==> src/hdl/cred_pkg.sv <==
`default_nettype none
package cred_pkg;
    // Data widths of the console paths.
    localparam int P_W = 15;
    localparam int WORD_W = 24;
    localparam int EXT_W = 48;
    localparam int CIR_W = 3;
    localparam int ADDR_W = 18;
    localparam int PF_W = 7;
    localparam int DIG_W = 3;
    localparam int MODE_W = 4;
    localparam int DSEL_W = 4;
    localparam int RATE_W = 8;
    localparam int CNT_W = 32;
    localparam int APB_AW = 8;
    localparam int APB_DW = 32;

    // Register byte offsets on the APB port.
    localparam logic [APB_AW-1:0] OFS_CTRL = 8'h00;
    localparam logic [APB_AW-1:0] OFS_BKPT = 8'h04;
    localparam logic [APB_AW-1:0] OFS_KEY = 8'h08;
    localparam logic [APB_AW-1:0] OFS_KBD = 8'h0C;
    localparam logic [APB_AW-1:0] OFS_DISP = 8'h10;
    localparam logic [APB_AW-1:0] OFS_STAT = 8'h14;

    // Field positions of the control register.
    localparam int CTRL_MODE_LSB = 0;
    localparam int CTRL_DSEL_LSB = 4;
    localparam int CTRL_AUTO_BIT = 8;
    localparam int CTRL_RF_BIT = 9;
    localparam int CTRL_RATE_LSB = 16;

    // Field positions of the key register; a write is one press.
    localparam int KEY_DIG_LSB = 0;
    localparam int KEY_DIG_BIT = 3;
    localparam int KEY_CLR_BIT = 4;
    localparam int KEY_XFER_BIT = 5;

    // Bit positions of the status register.
    localparam int STAT_BUSY_BIT = 0;
    localparam int STAT_FIRST_BIT = 1;
    localparam int STAT_LOCK_BIT = 2;
    localparam int STAT_HALT_BIT = 3;

    // Auto-step pacing: one rate unit lasts this long.
    localparam int STEP_UNIT_NS = 1000000;
    localparam int CLK_PERIOD_NS = 20;
    localparam int STEP_UNIT_CYC = (STEP_UNIT_NS + CLK_PERIOD_NS - 1) / CLK_PERIOD_NS;

    // Keyboard mode switch positions.
    typedef enum logic [MODE_W-1:0] {
        KM_OFF = 4'h0, KM_P = 4'h1, KM_IDX1 = 4'h2, KM_IDX2 = 4'h3, KM_IDX3 = 4'h4,
        KM_ACC = 4'h5, KM_AUX = 4'h6, KM_SWEEP = 4'h7, KM_ENTER = 4'h8,
        KM_BRD = 4'h9, KM_BWR = 4'hA, KM_PFSW = 4'hB, KM_PFEN = 4'hC
    } cred_kmode_t;

    // Display selection switch positions.
    typedef enum logic [DSEL_W-1:0] {
        DS_P = 4'h0, DS_IDX1 = 4'h1, DS_IDX2 = 4'h2, DS_IDX3 = 4'h3, DS_LJA = 4'h4,
        DS_CIR = 4'h5, DS_ACC = 4'h6, DS_AUX = 4'h7, DS_EXTU = 4'h8, DS_EXTL = 4'h9
    } cred_dsel_t;

    // Destination of a keyboard transfer into a processor register.
    typedef enum logic [2:0] {
        DST_P = 3'h0, DST_IDX1 = 3'h1, DST_IDX2 = 3'h2, DST_IDX3 = 3'h3,
        DST_ACC = 3'h4, DST_AUX = 3'h5
    } cred_dest_t;

    // Target array of a memory request.
    typedef enum logic [1:0] {
        TGT_STORAGE = 2'h0, TGT_REGFILE = 2'h1, TGT_PAGEFILE = 2'h2
    } cred_target_t;

    // Sequencer states.
    typedef enum logic [1:0] {
        ST_IDLE = 2'b00, ST_MEM = 2'b01
    } cred_state_t;

    // Processor state seen by the console.
    typedef struct packed {
        logic halted;
        logic bp_stop;
        logic cycle_lock;
        logic [P_W-1:0] p;
        logic [P_W-1:0] index_register_one;
        logic [P_W-1:0] index_register_two;
        logic [P_W-1:0] index_register_three;
        logic [P_W-1:0] last_jump_address;
        logic [CIR_W-1:0] channel_index_register;
        logic [WORD_W-1:0] acc;
        logic [WORD_W-1:0] aux;
        logic [EXT_W-1:0] ext;
    } cred_cpu_view_t;

    typedef struct packed {
        logic valid;
        logic write;
        cred_target_t target;
        logic [ADDR_W-1:0] addr;
        logic [WORD_W-1:0] wdata;
    } cred_mem_req_t;

    typedef struct packed {
        logic ack;
        logic [WORD_W-1:0] rdata;
    } cred_mem_rsp_t;

    typedef struct packed {
        logic valid;
        cred_dest_t dest;
        logic [WORD_W-1:0] data;
    } cred_reg_wr_t;

    // Whole state of the console block.
    typedef struct packed {
        cred_kmode_t mode;
        cred_dsel_t dsel;
        logic auto_step;
        logic bkpt_rf;
        logic [RATE_W-1:0] rate;
        logic [ADDR_W-1:0] bkpt;
        logic [WORD_W-1:0] kbd;
        logic first;
        cred_state_t fsm;
        logic upd_p;
        logic [P_W-1:0] next_p;
        logic [CNT_W-1:0] step_cnt;
        logic [RATE_W-1:0] rate_cnt;
        logic pready;
        logic [APB_DW-1:0] prdata;
        logic pslverr;
        logic [WORD_W-1:0] disp;
        cred_mem_req_t mreq;
        cred_reg_wr_t rwr;
    } cred_state_s_t;
endpackage
`default_nettype wire

==> src/hdl/cred_console.sv <==
// Operation
// - Keyboard input ignored on breakpoint halt or storage-cycle-step operand/indirect lock.
// - Display selection only picks the displayed register, never alters registers.
// - P selection shows P both while running and when halted.
// - Index selection shows the chosen 15-bit index register when halted.
// - Last-jump selection shows last jump base address when halted.
// - Channel index shown in lowest octal digit of display when halted.
// - Accumulator or auxiliary selection shows that 24-bit register when halted.
// - Upper or lower half of 48-bit extended register shown when halted.
// - Entry modes pick P, an index, accumulator or auxiliary as destination.
// - Sweep reads storage at P into keyboard register; advance except first.
// - Enter writes keyboard register to storage at P when halted, then advances.
// - Auto-step repeats sweep and enter transfers at the step rate.
// - Breakpoint write stores keyboard register at breakpoint address on transfer.
// - Page-file sweep loads page index at low 7 bits of P.
// - Page-file enter writes page index at low 7 bits of P, then advances.
// - Keyboard mode off disables every key and transfer.
// - Keyboard clear zeroes the whole keyboard register.
// - Eight numeric keys enter octal digits zero to seven.
// - Transfer copies keyboard register into selected register or memory location.
`default_nettype none
module cred_console #(
    parameter int STEP_UNIT_CYC = cred_pkg::STEP_UNIT_CYC
) (
    // Clock and reset.
    input wire logic clk_sys,
    input wire logic resetn,
    // APB slave.
    input wire logic [cred_pkg::APB_AW-1:0] paddr,
    input wire logic psel,
    input wire logic penable,
    input wire logic pwrite,
    input wire logic [cred_pkg::APB_DW-1:0] pwdata,
    output logic [cred_pkg::APB_DW-1:0] prdata,
    output logic pready,
    output logic pslverr,
    // Processor view and register load.
    input wire cred_pkg::cred_cpu_view_t cpu,
    output cred_pkg::cred_reg_wr_t reg_wr,
    // Memory access to storage, register file and page index file.
    output cred_pkg::cred_mem_req_t mem_req,
    input wire cred_pkg::cred_mem_rsp_t mem_rsp,
    // Console display.
    output logic [cred_pkg::WORD_W-1:0] display
);

    // Picks the displayed word from the processor view.
    function automatic logic [cred_pkg::WORD_W-1:0] disp_word(
        input cred_pkg::cred_cpu_view_t c,
        input cred_pkg::cred_dsel_t s
    );
        logic [cred_pkg::WORD_W-1:0] w;
        w = '0;
        if (!c.halted) begin
            if (s == cred_pkg::DS_P) begin
                w = cred_pkg::WORD_W'(c.p);
            end
        end else begin
            case (s)
                cred_pkg::DS_IDX1: w = cred_pkg::WORD_W'(c.index_register_one);
                cred_pkg::DS_IDX2: w = cred_pkg::WORD_W'(c.index_register_two);
                cred_pkg::DS_IDX3: w = cred_pkg::WORD_W'(c.index_register_three);
                cred_pkg::DS_LJA: w = cred_pkg::WORD_W'(c.last_jump_address);
                cred_pkg::DS_CIR: w = cred_pkg::WORD_W'(c.channel_index_register);
                cred_pkg::DS_ACC: w = c.acc;
                cred_pkg::DS_AUX: w = c.aux;
                cred_pkg::DS_EXTU: w = c.ext[cred_pkg::EXT_W-1:cred_pkg::WORD_W];
                cred_pkg::DS_EXTL: w = c.ext[cred_pkg::WORD_W-1:0];
                default: w = cred_pkg::WORD_W'(c.p);
            endcase
        end
        return w;
    endfunction

    // Next sweep address: P itself on the first transfer, P plus one after.
    function automatic logic [cred_pkg::P_W-1:0] sweep_addr(
        input logic [cred_pkg::P_W-1:0] p,
        input logic first
    );
        return first ? p : cred_pkg::P_W'(p + 1'b1);
    endfunction

    cred_pkg::cred_state_s_t st_q;
    cred_pkg::cred_state_s_t st_d;

    // Bus phase decode and press decode.
    logic apb_setup;
    logic apb_wr;
    logic key_wr;
    logic ctrl_wr;
    logic kb_lock;
    logic kb_en;
    logic unit_tick;
    logic step_tick;
    logic paced_mode;
    logic xfer_fire;
    logic mem_done;
    logic [cred_pkg::P_W-1:0] sw_p;

    // A press is a single APB write, so it is acted on once.
    assign apb_setup = psel && !penable;
    assign apb_wr = psel && penable && st_q.pready && pwrite;
    assign key_wr = apb_wr && (paddr == cred_pkg::OFS_KEY);
    assign ctrl_wr = apb_wr && (paddr == cred_pkg::OFS_CTRL);
    assign kb_lock = cpu.bp_stop || cpu.cycle_lock;
    assign kb_en = (st_q.mode != cred_pkg::KM_OFF) && !kb_lock;
    assign mem_done = (st_q.fsm == cred_pkg::ST_MEM) && mem_rsp.ack;
    assign sw_p = sweep_addr(cpu.p, st_q.first);

    // Step-rate timer: the interval is rate plus one units.
    assign unit_tick = st_q.step_cnt == cred_pkg::CNT_W'(STEP_UNIT_CYC - 1);
    assign step_tick = unit_tick && (st_q.rate_cnt == st_q.rate);
    assign paced_mode = (st_q.mode == cred_pkg::KM_SWEEP) || (st_q.mode == cred_pkg::KM_ENTER)
        || (st_q.mode == cred_pkg::KM_PFSW) || (st_q.mode == cred_pkg::KM_PFEN);

    // Transfer source: manual press, auto-step tick, or breakpoint-read pacing.
    always_comb begin
        xfer_fire = 1'b0;
        if (kb_en && st_q.fsm == cred_pkg::ST_IDLE) begin
            if (st_q.mode == cred_pkg::KM_BRD) begin
                xfer_fire = step_tick;
            end else if (paced_mode && st_q.auto_step) begin
                xfer_fire = step_tick;
            end else begin
                xfer_fire = key_wr && pwdata[cred_pkg::KEY_XFER_BIT];
            end
        end
    end

    // Next state of the whole block.
    always_comb begin
        st_d = st_q;
        st_d.rwr.valid = 1'b0;
        st_d.pready = apb_setup;
        st_d.disp = disp_word(cpu, st_q.dsel);

        // Step timer runs free between ticks.
        st_d.step_cnt = unit_tick ? '0 : st_q.step_cnt + 1'b1;
        if (unit_tick) begin
            st_d.rate_cnt = step_tick ? '0 : st_q.rate_cnt + 1'b1;
        end

        // Register reads are prepared in the setup cycle.
        if (apb_setup) begin
            st_d.pslverr = 1'b0;
            st_d.prdata = '0;
            case (paddr)
                cred_pkg::OFS_CTRL: begin
                    st_d.prdata[cred_pkg::CTRL_MODE_LSB +: cred_pkg::MODE_W] = st_q.mode;
                    st_d.prdata[cred_pkg::CTRL_DSEL_LSB +: cred_pkg::DSEL_W] = st_q.dsel;
                    st_d.prdata[cred_pkg::CTRL_AUTO_BIT] = st_q.auto_step;
                    st_d.prdata[cred_pkg::CTRL_RF_BIT] = st_q.bkpt_rf;
                    st_d.prdata[cred_pkg::CTRL_RATE_LSB +: cred_pkg::RATE_W] = st_q.rate;
                end
                cred_pkg::OFS_BKPT: st_d.prdata[cred_pkg::ADDR_W-1:0] = st_q.bkpt;
                cred_pkg::OFS_KEY: st_d.prdata = '0;
                cred_pkg::OFS_KBD: st_d.prdata[cred_pkg::WORD_W-1:0] = st_q.kbd;
                cred_pkg::OFS_DISP: st_d.prdata[cred_pkg::WORD_W-1:0] = st_q.disp;
                cred_pkg::OFS_STAT: begin
                    st_d.prdata[cred_pkg::STAT_BUSY_BIT] = st_q.fsm != cred_pkg::ST_IDLE;
                    st_d.prdata[cred_pkg::STAT_FIRST_BIT] = st_q.first;
                    st_d.prdata[cred_pkg::STAT_LOCK_BIT] = kb_lock;
                    st_d.prdata[cred_pkg::STAT_HALT_BIT] = cpu.halted;
                end
                default: st_d.pslverr = 1'b1;
            endcase
        end

        // Switch settings; a control register write restarts the first-transfer state unless a sweep or page-file sweep transfer fires in that cycle.
        if (ctrl_wr) begin
            st_d.mode = cred_pkg::cred_kmode_t'(pwdata[cred_pkg::CTRL_MODE_LSB +: cred_pkg::MODE_W]);
            st_d.dsel = cred_pkg::cred_dsel_t'(pwdata[cred_pkg::CTRL_DSEL_LSB +: cred_pkg::DSEL_W]);
            st_d.auto_step = pwdata[cred_pkg::CTRL_AUTO_BIT];
            st_d.bkpt_rf = pwdata[cred_pkg::CTRL_RF_BIT];
            st_d.rate = pwdata[cred_pkg::CTRL_RATE_LSB +: cred_pkg::RATE_W];
            st_d.first = 1'b1;
        end
        if (apb_wr && paddr == cred_pkg::OFS_BKPT) begin
            st_d.bkpt = pwdata[cred_pkg::ADDR_W-1:0];
        end

        // Clear first, then a digit, within the same press.
        if (key_wr && kb_en) begin
            if (pwdata[cred_pkg::KEY_CLR_BIT]) begin
                st_d.kbd = '0;
            end
            if (pwdata[cred_pkg::KEY_DIG_BIT]) begin
                st_d.kbd = {st_d.kbd[cred_pkg::WORD_W-cred_pkg::DIG_W-1:0],
                    pwdata[cred_pkg::KEY_DIG_LSB +: cred_pkg::DIG_W]};
            end
        end

        // Transfer sequencer.
        case (st_q.fsm)
            cred_pkg::ST_IDLE: begin
                if (xfer_fire) begin
                    st_d.upd_p = 1'b0;
                    st_d.mreq.wdata = st_q.kbd;
                    case (st_q.mode)
                        cred_pkg::KM_P, cred_pkg::KM_IDX1, cred_pkg::KM_IDX2,
                        cred_pkg::KM_IDX3, cred_pkg::KM_ACC, cred_pkg::KM_AUX: begin
                            st_d.rwr.valid = 1'b1;
                            st_d.rwr.dest = cred_pkg::cred_dest_t'(3'(st_q.mode - 1'b1));
                            st_d.rwr.data = st_q.kbd;
                        end
                        cred_pkg::KM_SWEEP, cred_pkg::KM_PFSW: begin
                            st_d.mreq.valid = 1'b1;
                            st_d.mreq.write = 1'b0;
                            if (st_q.mode == cred_pkg::KM_SWEEP) begin
                                st_d.mreq.target = cred_pkg::TGT_STORAGE;
                                st_d.mreq.addr = cred_pkg::ADDR_W'(sw_p);
                            end else begin
                                st_d.mreq.target = cred_pkg::TGT_PAGEFILE;
                                st_d.mreq.addr = cred_pkg::ADDR_W'(sw_p[cred_pkg::PF_W-1:0]);
                            end
                            st_d.upd_p = !st_q.first;
                            st_d.next_p = sw_p;
                            st_d.first = 1'b0;
                            st_d.fsm = cred_pkg::ST_MEM;
                        end
                        cred_pkg::KM_ENTER: begin
                            if (cpu.halted) begin
                                st_d.mreq.valid = 1'b1;
                                st_d.mreq.write = 1'b1;
                                st_d.mreq.target = cred_pkg::TGT_STORAGE;
                                st_d.mreq.addr = cred_pkg::ADDR_W'(cpu.p);
                                st_d.upd_p = 1'b1;
                                st_d.next_p = cred_pkg::P_W'(cpu.p + 1'b1);
                                st_d.fsm = cred_pkg::ST_MEM;
                            end
                        end
                        cred_pkg::KM_PFEN: begin
                            st_d.mreq.valid = 1'b1;
                            st_d.mreq.write = 1'b1;
                            st_d.mreq.target = cred_pkg::TGT_PAGEFILE;
                            st_d.mreq.addr = cred_pkg::ADDR_W'(cpu.p[cred_pkg::PF_W-1:0]);
                            st_d.upd_p = 1'b1;
                            st_d.next_p = cred_pkg::P_W'(cpu.p + 1'b1);
                            st_d.fsm = cred_pkg::ST_MEM;
                        end
                        cred_pkg::KM_BRD, cred_pkg::KM_BWR: begin
                            st_d.mreq.valid = 1'b1;
                            st_d.mreq.write = st_q.mode == cred_pkg::KM_BWR;
                            st_d.mreq.target = st_q.bkpt_rf ? cred_pkg::TGT_REGFILE
                                : cred_pkg::TGT_STORAGE;
                            st_d.mreq.addr = st_q.bkpt;
                            st_d.fsm = cred_pkg::ST_MEM;
                        end
                        default: st_d.fsm = cred_pkg::ST_IDLE;
                    endcase
                end
            end
            cred_pkg::ST_MEM: begin
                if (mem_rsp.ack) begin
                    st_d.mreq.valid = 1'b0;
                    if (!st_q.mreq.write) begin
                        st_d.kbd = mem_rsp.rdata;
                    end
                    if (st_q.upd_p) begin
                        st_d.rwr.valid = 1'b1;
                        st_d.rwr.dest = cred_pkg::DST_P;
                        st_d.rwr.data = cred_pkg::WORD_W'(st_q.next_p);
                    end
                    st_d.fsm = cred_pkg::ST_IDLE;
                end
            end
            default: st_d.fsm = cred_pkg::ST_IDLE;
        endcase
    end

    // State register with synchronous reset.
    always_ff @(posedge clk_sys) begin
        if (!resetn) begin
            st_q <= '0;
            st_q.first <= 1'b1;
        end else begin
            st_q <= st_d;
        end
    end

    // Outputs come straight from the state register.
    assign prdata = st_q.prdata;
    assign pready = st_q.pready;
    assign pslverr = st_q.pslverr;
    assign reg_wr = st_q.rwr;
    assign mem_req = st_q.mreq;
    assign display = st_q.disp;
endmodule // cred_console
`default_nettype wire

==> config.mk <==
export PLATFORM = sky130hd
export DESIGN_NAME = cred_console
export DESIGN_NICKNAME = d
export VERILOG_FILES = /design/src/hdl/cred_pkg.sv /design/src/hdl/cred_console.sv
export SDC_FILE = /design/constraint.sdc
export NUM_CORES = 1
export LEC_CHECK = 0
export ABC_AREA = 1
export BUFFER_PORTS_ARGS = -buffer_cell sky130_fd_sc_hd__clkbuf_2
export CAP_MARGIN = 10
export CORE_MARGIN = 5
export CORE_UTILIZATION = 40
export CTS_CLUSTER_DIAMETER = 100
export DETAILED_ROUTE_END_ITERATION = 10
export GPL_TIMING_DRIVEN = 0
export SLEW_MARGIN = 40
export SYNTH_ARGS = -nofsm -noshare
export SYNTH_HDL_FRONTEND = slang
export SYNTH_SLANG_ARGS = --single-unit
==> constraint.sdc <==
create_clock -name clk_sys -period 2.8 [get_ports clk_sys]
set_input_delay 0.28 -clock clk_sys [delete_from_list [all_inputs] [get_ports clk_sys]]
set_output_delay 0.28 -clock clk_sys [all_outputs]
set_load 0.01 [all_outputs]
Word level (Yosys, flattened, before mapping)
Index checks and enable logic that the tools add are counted.
{"block": "op_classes", "addsub": 4, "multipliers": 0, "n_div": 0, "magnitude_cmp": 0, "eq_ne": 37, "n_shift": 0, "n_mux": 40, "bitwise_logic": 1, "reduce_logical": 40}
{"op": "case mux 24 bit (9 select lines)", "count": 1}
{"op": "2-to-1 mux 24 bit", "count": 7}
{"op": "case mux 22 bit (4 select lines)", "count": 1}
{"op": "2-to-1 mux 28 bit", "count": 3}
{"op": "2-to-1 mux 74 bit", "count": 1}
{"op": "case mux 28 bit (2 select lines)", "count": 1}
{"op": "case mux 16 bit (3 select lines)", "count": 1}
{"op": "case mux 6 bit (3 select lines)", "count": 2}
{"op": "adder 32 x 1 -> 32 bit, second input constant", "count": 1}
{"op": "== test 32 x 16 -> 1 bit, second input constant", "count": 1}
{"op": "== test 4 x 3 -> 1 bit, second input constant", "count": 8}
{"op": "2-to-1 mux 15 bit", "count": 2}
{"op": "== test 4 bit, second input constant", "count": 7}
{"op": "case mux 6 bit (4 select lines)", "count": 1}
{"op": "2-to-1 mux 22 bit", "count": 1}
{"op": "2-to-1 mux 20 bit", "count": 1}
{"op": "case mux 4 bit (5 select lines)", "count": 1}
{"op": "2-to-1 mux 19 bit", "count": 1}
{"op": "2-to-1 mux 18 bit", "count": 1}
{"op": "== test 4 x 2 -> 1 bit, second input constant", "count": 4}
{"op": "== test 8 x 4 -> 1 bit, second input constant", "count": 2}
{"op": "== test 8 x 5 -> 1 bit, second input constant", "count": 2}
{"op": "adder 15 x 1 -> 15 bit, second input constant", "count": 1}
{"op": "logical AND 1 bit", "count": 13}
{"op": "other kinds (32)", "count": 58}
{"block": "totals", "register_bits": 243, "latchBits": 0, "mem_bits_rw": 0, "rom_bits": 0, "in_bits": 247, "output_inout_bits": 132, "wordCells": 147, "n_memories": 0}

Depth between registers and ports, before layout
{"block": "logic_depth", "depth_word": 10, "mapped_depth": 15, "mapped_depth_nobuf": 13}

Least setup slack after synthesis
OpenSTA, ideal clock, no wires.
{"block": "synth_path", "path_kind": "register to register", "from": "register st_q[247] in the netlist's numbering", "to": "register st_q, in the netlist reg_wr[10]", "setup_ns": 0.132, "arrival_ns": 1.887, "required_time_ns": 2.668, "path_slack_ns": 0.781, "stages_incl_launch_ff": 16, "n_path_buf": 3, "period_less_slack_ns": 2.019, "cell_sequence": "dfxtp_1 inv_1 ha_1 buf_2 nand3_4 nand2_2 nor2_4 nor2_4 inv_2 nand2_1 nand2_1 nand4_1 buf_4 buf_4 nand3_1 a21oi_1"}
{"block": "synth_between", "elab_chain_len": 10}
{"element": "start, declared", "line_no": "cred_console.sv:83", "source": "cred_pkg::cred_state_s_t st_q;"}
{"element": "start signal, assigned", "line_no": "cred_console.sv:277", "source": "st_q <= st_d;"}
{"element": "== test 4 x 3 -> 1 bit / == test 4 bit (equally long branches)", "line_no": "cred_console.sv:113", "source": "assign paced_mode = (st_q.mode == cred_pkg::KM_SWEEP) || (st_q.mode == cred_pkg::KM_ENTER)"}
{"element": "logical OR 1 bit", "line_no": "cred_console.sv:113"}
{"element": "logical OR 1 bit (2 in a row)", "line_no": "cred_console.sv:114", "source": "|| (st_q.mode == cred_pkg::KM_PFSW) || (st_q.mode == cred_pkg::KM_PFEN);"}
{"element": "logical AND 1 bit", "line_no": "cred_console.sv:122", "source": "end else if (paced_mode && st_q.auto_step) begin"}
{"element": "2-to-1 mux 1 bit", "line_no": "cred_console.sv:122"}
{"element": "2-to-1 mux 1 bit", "line_no": "cred_console.sv:120", "source": "if (st_q.mode == cred_pkg::KM_BRD) begin"}
{"element": "2-to-1 mux 1 bit", "line_no": "cred_console.sv:119", "source": "if (kb_en && st_q.fsm == cred_pkg::ST_IDLE) begin"}
{"element": "!= test 2 bit (no line)"}
{"element": "AND reduction 5 bit (no line) (*)"}
Mark *: on every way between the ends. The rest lies on a longest branch, timed or not.
A chain may end at the register's enable or synchronous reset.

Worst setup path in the final report
{"block": "layout_path", "from": "register st_q[247] in the netlist's numbering", "to": "register st_q, in the netlist mem_req[36]"}
{"block": "layout_between", "elab_chain_len": 9}
{"element": "== test 4 x 3 -> 1 bit / == test 4 bit (equally long branches)", "line_no": "cred_console.sv:113, cred_console.sv:199, cred_console.sv:209"}
{"element": "logical OR 1 bit", "line_no": "cred_console.sv:113"}
{"element": "logical OR 1 bit (2 in a row)", "line_no": "cred_console.sv:114"}
{"element": "logical AND 1 bit", "line_no": "cred_console.sv:122"}
{"element": "2-to-1 mux 1 bit", "line_no": "cred_console.sv:122"}
{"element": "2-to-1 mux 1 bit", "line_no": "cred_console.sv:120"}
{"element": "2-to-1 mux 1 bit", "line_no": "cred_console.sv:119"}
{"element": "AND reduction 4 bit (no line)"}
Several ways; a longest one is shown, not always the timed one.

==> flow_summary.json <==
{
  "outcome": "complete, no violations",
  "ys_seq_area_frac": 0.3441,
  "crit_type": "flop to flop",
  "die_w_um": 197.6,
  "ys_ff_latch": 242,
  "cpPeakStageDelay_ns": 0.34,
  "die_h_um": 197.6,
  "cts_sinks": 242,
  "grt_overflow": 0,
  "setup_viol": 0,
  "clkTransAtPathRegs_ns": 0.06,
  "grt_max_degree": 16,
  "fin_util": 0.5158,
  "num_vias": 16106,
  "via_per_inst": 5.224,
  "synth.avg_cell_area_um2": 6.487,
  "arrival_ns": 3.15,
  "fillCellCount": 3607,
  "initial_utilization": 0.4065,
  "path_buf_inv": 3,
  "nets": 2860,
  "slew-limit-headroom": 0.4027,
  "switching_share": 0.2453,
  "end_kind": "flop",
  "clockBufferDepth": 3,
  "ctsRootBufferMaster": "clkbuf_16",
  "dpl.hpwl_um": 48400,
  "fmax_mhz": 368.2,
  "io_buffers": 358,
  "insertion_delay_ns": 0.57,
  "post_drt_wl_per_cell_um": 19.52,
  "cp.required_ns": 3.24,
  "area_growth_syn_to_layout_pct": 26.89,
  "first_global_vias": 15300,
  "cts_buffers": 28,
  "ios": 379,
  "worst_setup_path_start_kind": "flop",
  "drt-total-wl_um": 60180,
  "async_reset_ff_frac": 0,
  "gp_congestion": 0.9756,
  "cpMaxStageDelayCell": "dfxtp_1",
  "power.internal_w": 0.005861,
  "drcViolationCount": 0,
  "tightest_slew_ns": 0.8960,
  "period_share": 0.9699,
  "drt-initial-drc-count": 1447,
  "regArea_mm2": 0.004845,
  "tns_ns": 0,
  "hold_class": "input port to flop",
  "ys.warnings.count": 0,
  "synth_cells": 2170,
  "layout-drive-gt1-share": 0.2315,
  "drt-pass1-iter-count": 5,
  "pwr-share-seq": 0.449,
  "setup_slack_ns": 0.08423,
  "skew_ns": 0.02396,
  "synth-edff-count": 0,
  "p_sw_w": 0.001905,
  "track_usage": 0.2929,
  "cts-htree-levels": 1,
  "p_leak_nw": 8.486,
  "finalHoldViolCount": 0,
  "cp_top_family": "simple AND/OR/NAND/NOR gates",
  "cts_setup_buffers": 0,
  "combPwrFrac": 0.073,
  "drv_cap": 0,
  "antenna_found_initial": 4,
  "cp_max_fo": 10,
  "rows": 68,
  "ir_worst_vdd_v": 0.0004491,
  "postRouteAntennaNets": 0,
  "ys_types": 51,
  "die_area_mm2": 0.03905,
  "grt_pass1_wl_um": 89170,
  "synth_ff_type": "dfxtp_1",
  "slew_violations": 0,
  "core_area_mm2": 0.03463,
  "crit_chain": "inv_1 -> ha_1 -> buf_2 -> nand3_4 -> nand2_4 -> nor2_4 -> nor2_4 -> nand3_1 -> nand2_4 -> nand3_2 -> clkbuf_4 -> nor3_2 -> nor2_1",
  "syn_area_mm2": 0.01408,
  "multiInputGateArea_mm2": 0.006963,
  "rsz0062_at_grt": "yes",
  "clkPwrFrac": 0.478,
  "power.density_mw_per_mm2": 434.7,
  "p_total_w": 0.007765,
  "pre_cts_ws_ns": -0.1567,
  "period_needed_ns": 2.716,
  "cts_tree": "done"
}
-- repair_timing --
action | CTS | global route
hold buffers | 40 | 0
endpoints found under the setup margin | 2 | 21
resized for setup | 2 | 10
hold endpoints to repair | 32 | 0
-- metal layers --
metal | GRT usage | up-vias | share of wire
li1 | - | 7823 | -
met1 | 0.3952 | 7470 | 0.42
met2 | 0.4950 | 731 | 0.47
met3 | 0.04571 | 78 | 0.086
met4 | 0.06886 | 4 | 0.025
met5 | 0 | - | 0.00035
-- cell type report --
cell class              instances  share of cell area
diodes                          2           0.0002802
clock inverters                14            0.008756
plain buffers                 237             0.08027
well taps                     455             0.03187
clock buffers                  36             0.04371
multi-input cells            1457              0.3898
repair buffers                399              0.1231
flip-flops and latches        242              0.2712
inverters                     241             0.05092
-- sequential cells by signal (all words and copies together) (netlist names) --
name,flops
display,24
prdata,24
pready,1
pslverr,1
mem_req,46
reg_wr,28
st_q,118
-- final timing paths --
kind                            startpoint  cells after the start           to  slack, ns
worst max-delay path             st_q[247]                     13  mem_req[36]       0.08
worst min-delay path             pwdata[9]                      3    st_q[241]       0.02
worst max register to register   st_q[247]                     13  mem_req[36]       0.08
worst min register to register   st_q[140]                      1    st_q[140]       0.45
-- metrics by stage --
stage	cell area, µm²	hold slack, ns	instances
detailed placement	16470	0.4439	2991
floorplan	14100	0.4149	2177
global placement	16460	0.4302	2990
global route	17860	0.02166	3082
finish	17860	0.02194	3083
CTS	17820	0.0001684	3081
-- synthesized netlist by cell type (2+ instances only) --
| library cell | n | area (µm²) |
|---|---|---|
| a211oi_1 | 14 | 105.1 |
| a21oi_1 | 134 | 670.6 |
| a221oi_1 | 11 | 96.34 |
| a22o_1 | 15 | 131.4 |
| a31oi_1 | 6 | 37.54 |
| a41oi_1 | 3 | 26.28 |
| buf_1 | 4 | 15.01 |
| buf_2 | 18 | 90.09 |
| buf_4 | 134 | 1006 |
| buf_6 | 2 | 22.52 |
| clkbuf_1 | 79 | 296.5 |
| clkinv_1 | 6 | 22.52 |
| dfxtp_1 | 242 | 4845 |
| ha_1 | 7 | 87.58 |
| inv_1 | 219 | 822.0 |
| inv_2 | 15 | 56.30 |
| nand2_1 | 529 | 1986 |
| nand2_2 | 3 | 18.77 |
| nand3_1 | 96 | 480.5 |
| nand4_1 | 43 | 269.0 |
| nor2_1 | 273 | 1025 |
| nor2_2 | 3 | 18.77 |
| nor2_4 | 3 | 33.78 |
| nor3_1 | 38 | 190.2 |
| nor3b_1 | 4 | 30.03 |
| nor4_1 | 4 | 25.02 |
| o2111ai_1 | 7 | 61.31 |
| o211ai_1 | 30 | 225.2 |
| o21ai_0 | 127 | 635.6 |
| o21ai_1 | 25 | 125.1 |
| o221ai_1 | 19 | 166.4 |
| o22ai_1 | 13 | 81.33 |
| o31ai_1 | 5 | 37.54 |
| or2_2 | 6 | 37.54 |
| xnor2_1 | 5 | 43.79 |
| xor2_1 | 13 | 113.9 |
-- cell usage in the layout (no fill, tap or decap), types with 7 or more instances in the layout --
cell	synthesis	final
a211oi_1	14	14
dlygate4sd3_1	0	40
clkinv_2	1	8
clkbuf_16	0	28
a21oi_1	134	134
o21ai_1	25	25
inv_1	219	219
o211ai_1	30	30
nor3_1	38	34
nand3_1	96	94
o22ai_1	13	13
buf_2	18	17
clkbuf_1	79	82
conb_1	1	8
clkbuf_2	0	359
buf_4	134	135
xor2_1	13	13
nand4_1	43	43
o2111ai_1	7	7
o221ai_1	19	19
ha_1	7	7
nor2_1	273	272
inv_2	15	15
a22o_1	15	15
dfxtp_1	242	242
a221oi_1	11	11
nand2_1	529	528
o21ai_0	127	127
-- cell families (layout without fill, tap and decap cells) --
group,Yosys count,in the layout,synth area share
compound gates,413,413,0.1736
xor+xnor,18,18,0.01120
fa+ha+maj,7,7,0.006221
buf+inv,478,927,0.1659
flops,242,242,0.3441
other cells,1,10,0.0002664
simple gates,1011,1011,0.2986
-- worst min-delay path, delay by kind of cell --
kind	cells	cell delay, ns
AOI/OAI and AO/OA	2	0.17
buffers and inverters	1	0.08
-- power by group through the flow --
stage          Sequential [W]  Clock [W]  Combinational [W]
6_report              0.00349    0.00371           0.000569
5_1_grt               0.00349    0.00391           0.000614
4_1_cts               0.00349    0.00376           0.000561
3_5_place_dp          0.00356          0           0.000520
3_3_place_gp          0.00356          0           0.000517
2_1_floorplan         0.00355          0           0.000206
Note: power is estimated with default switching activity, not from simulation.
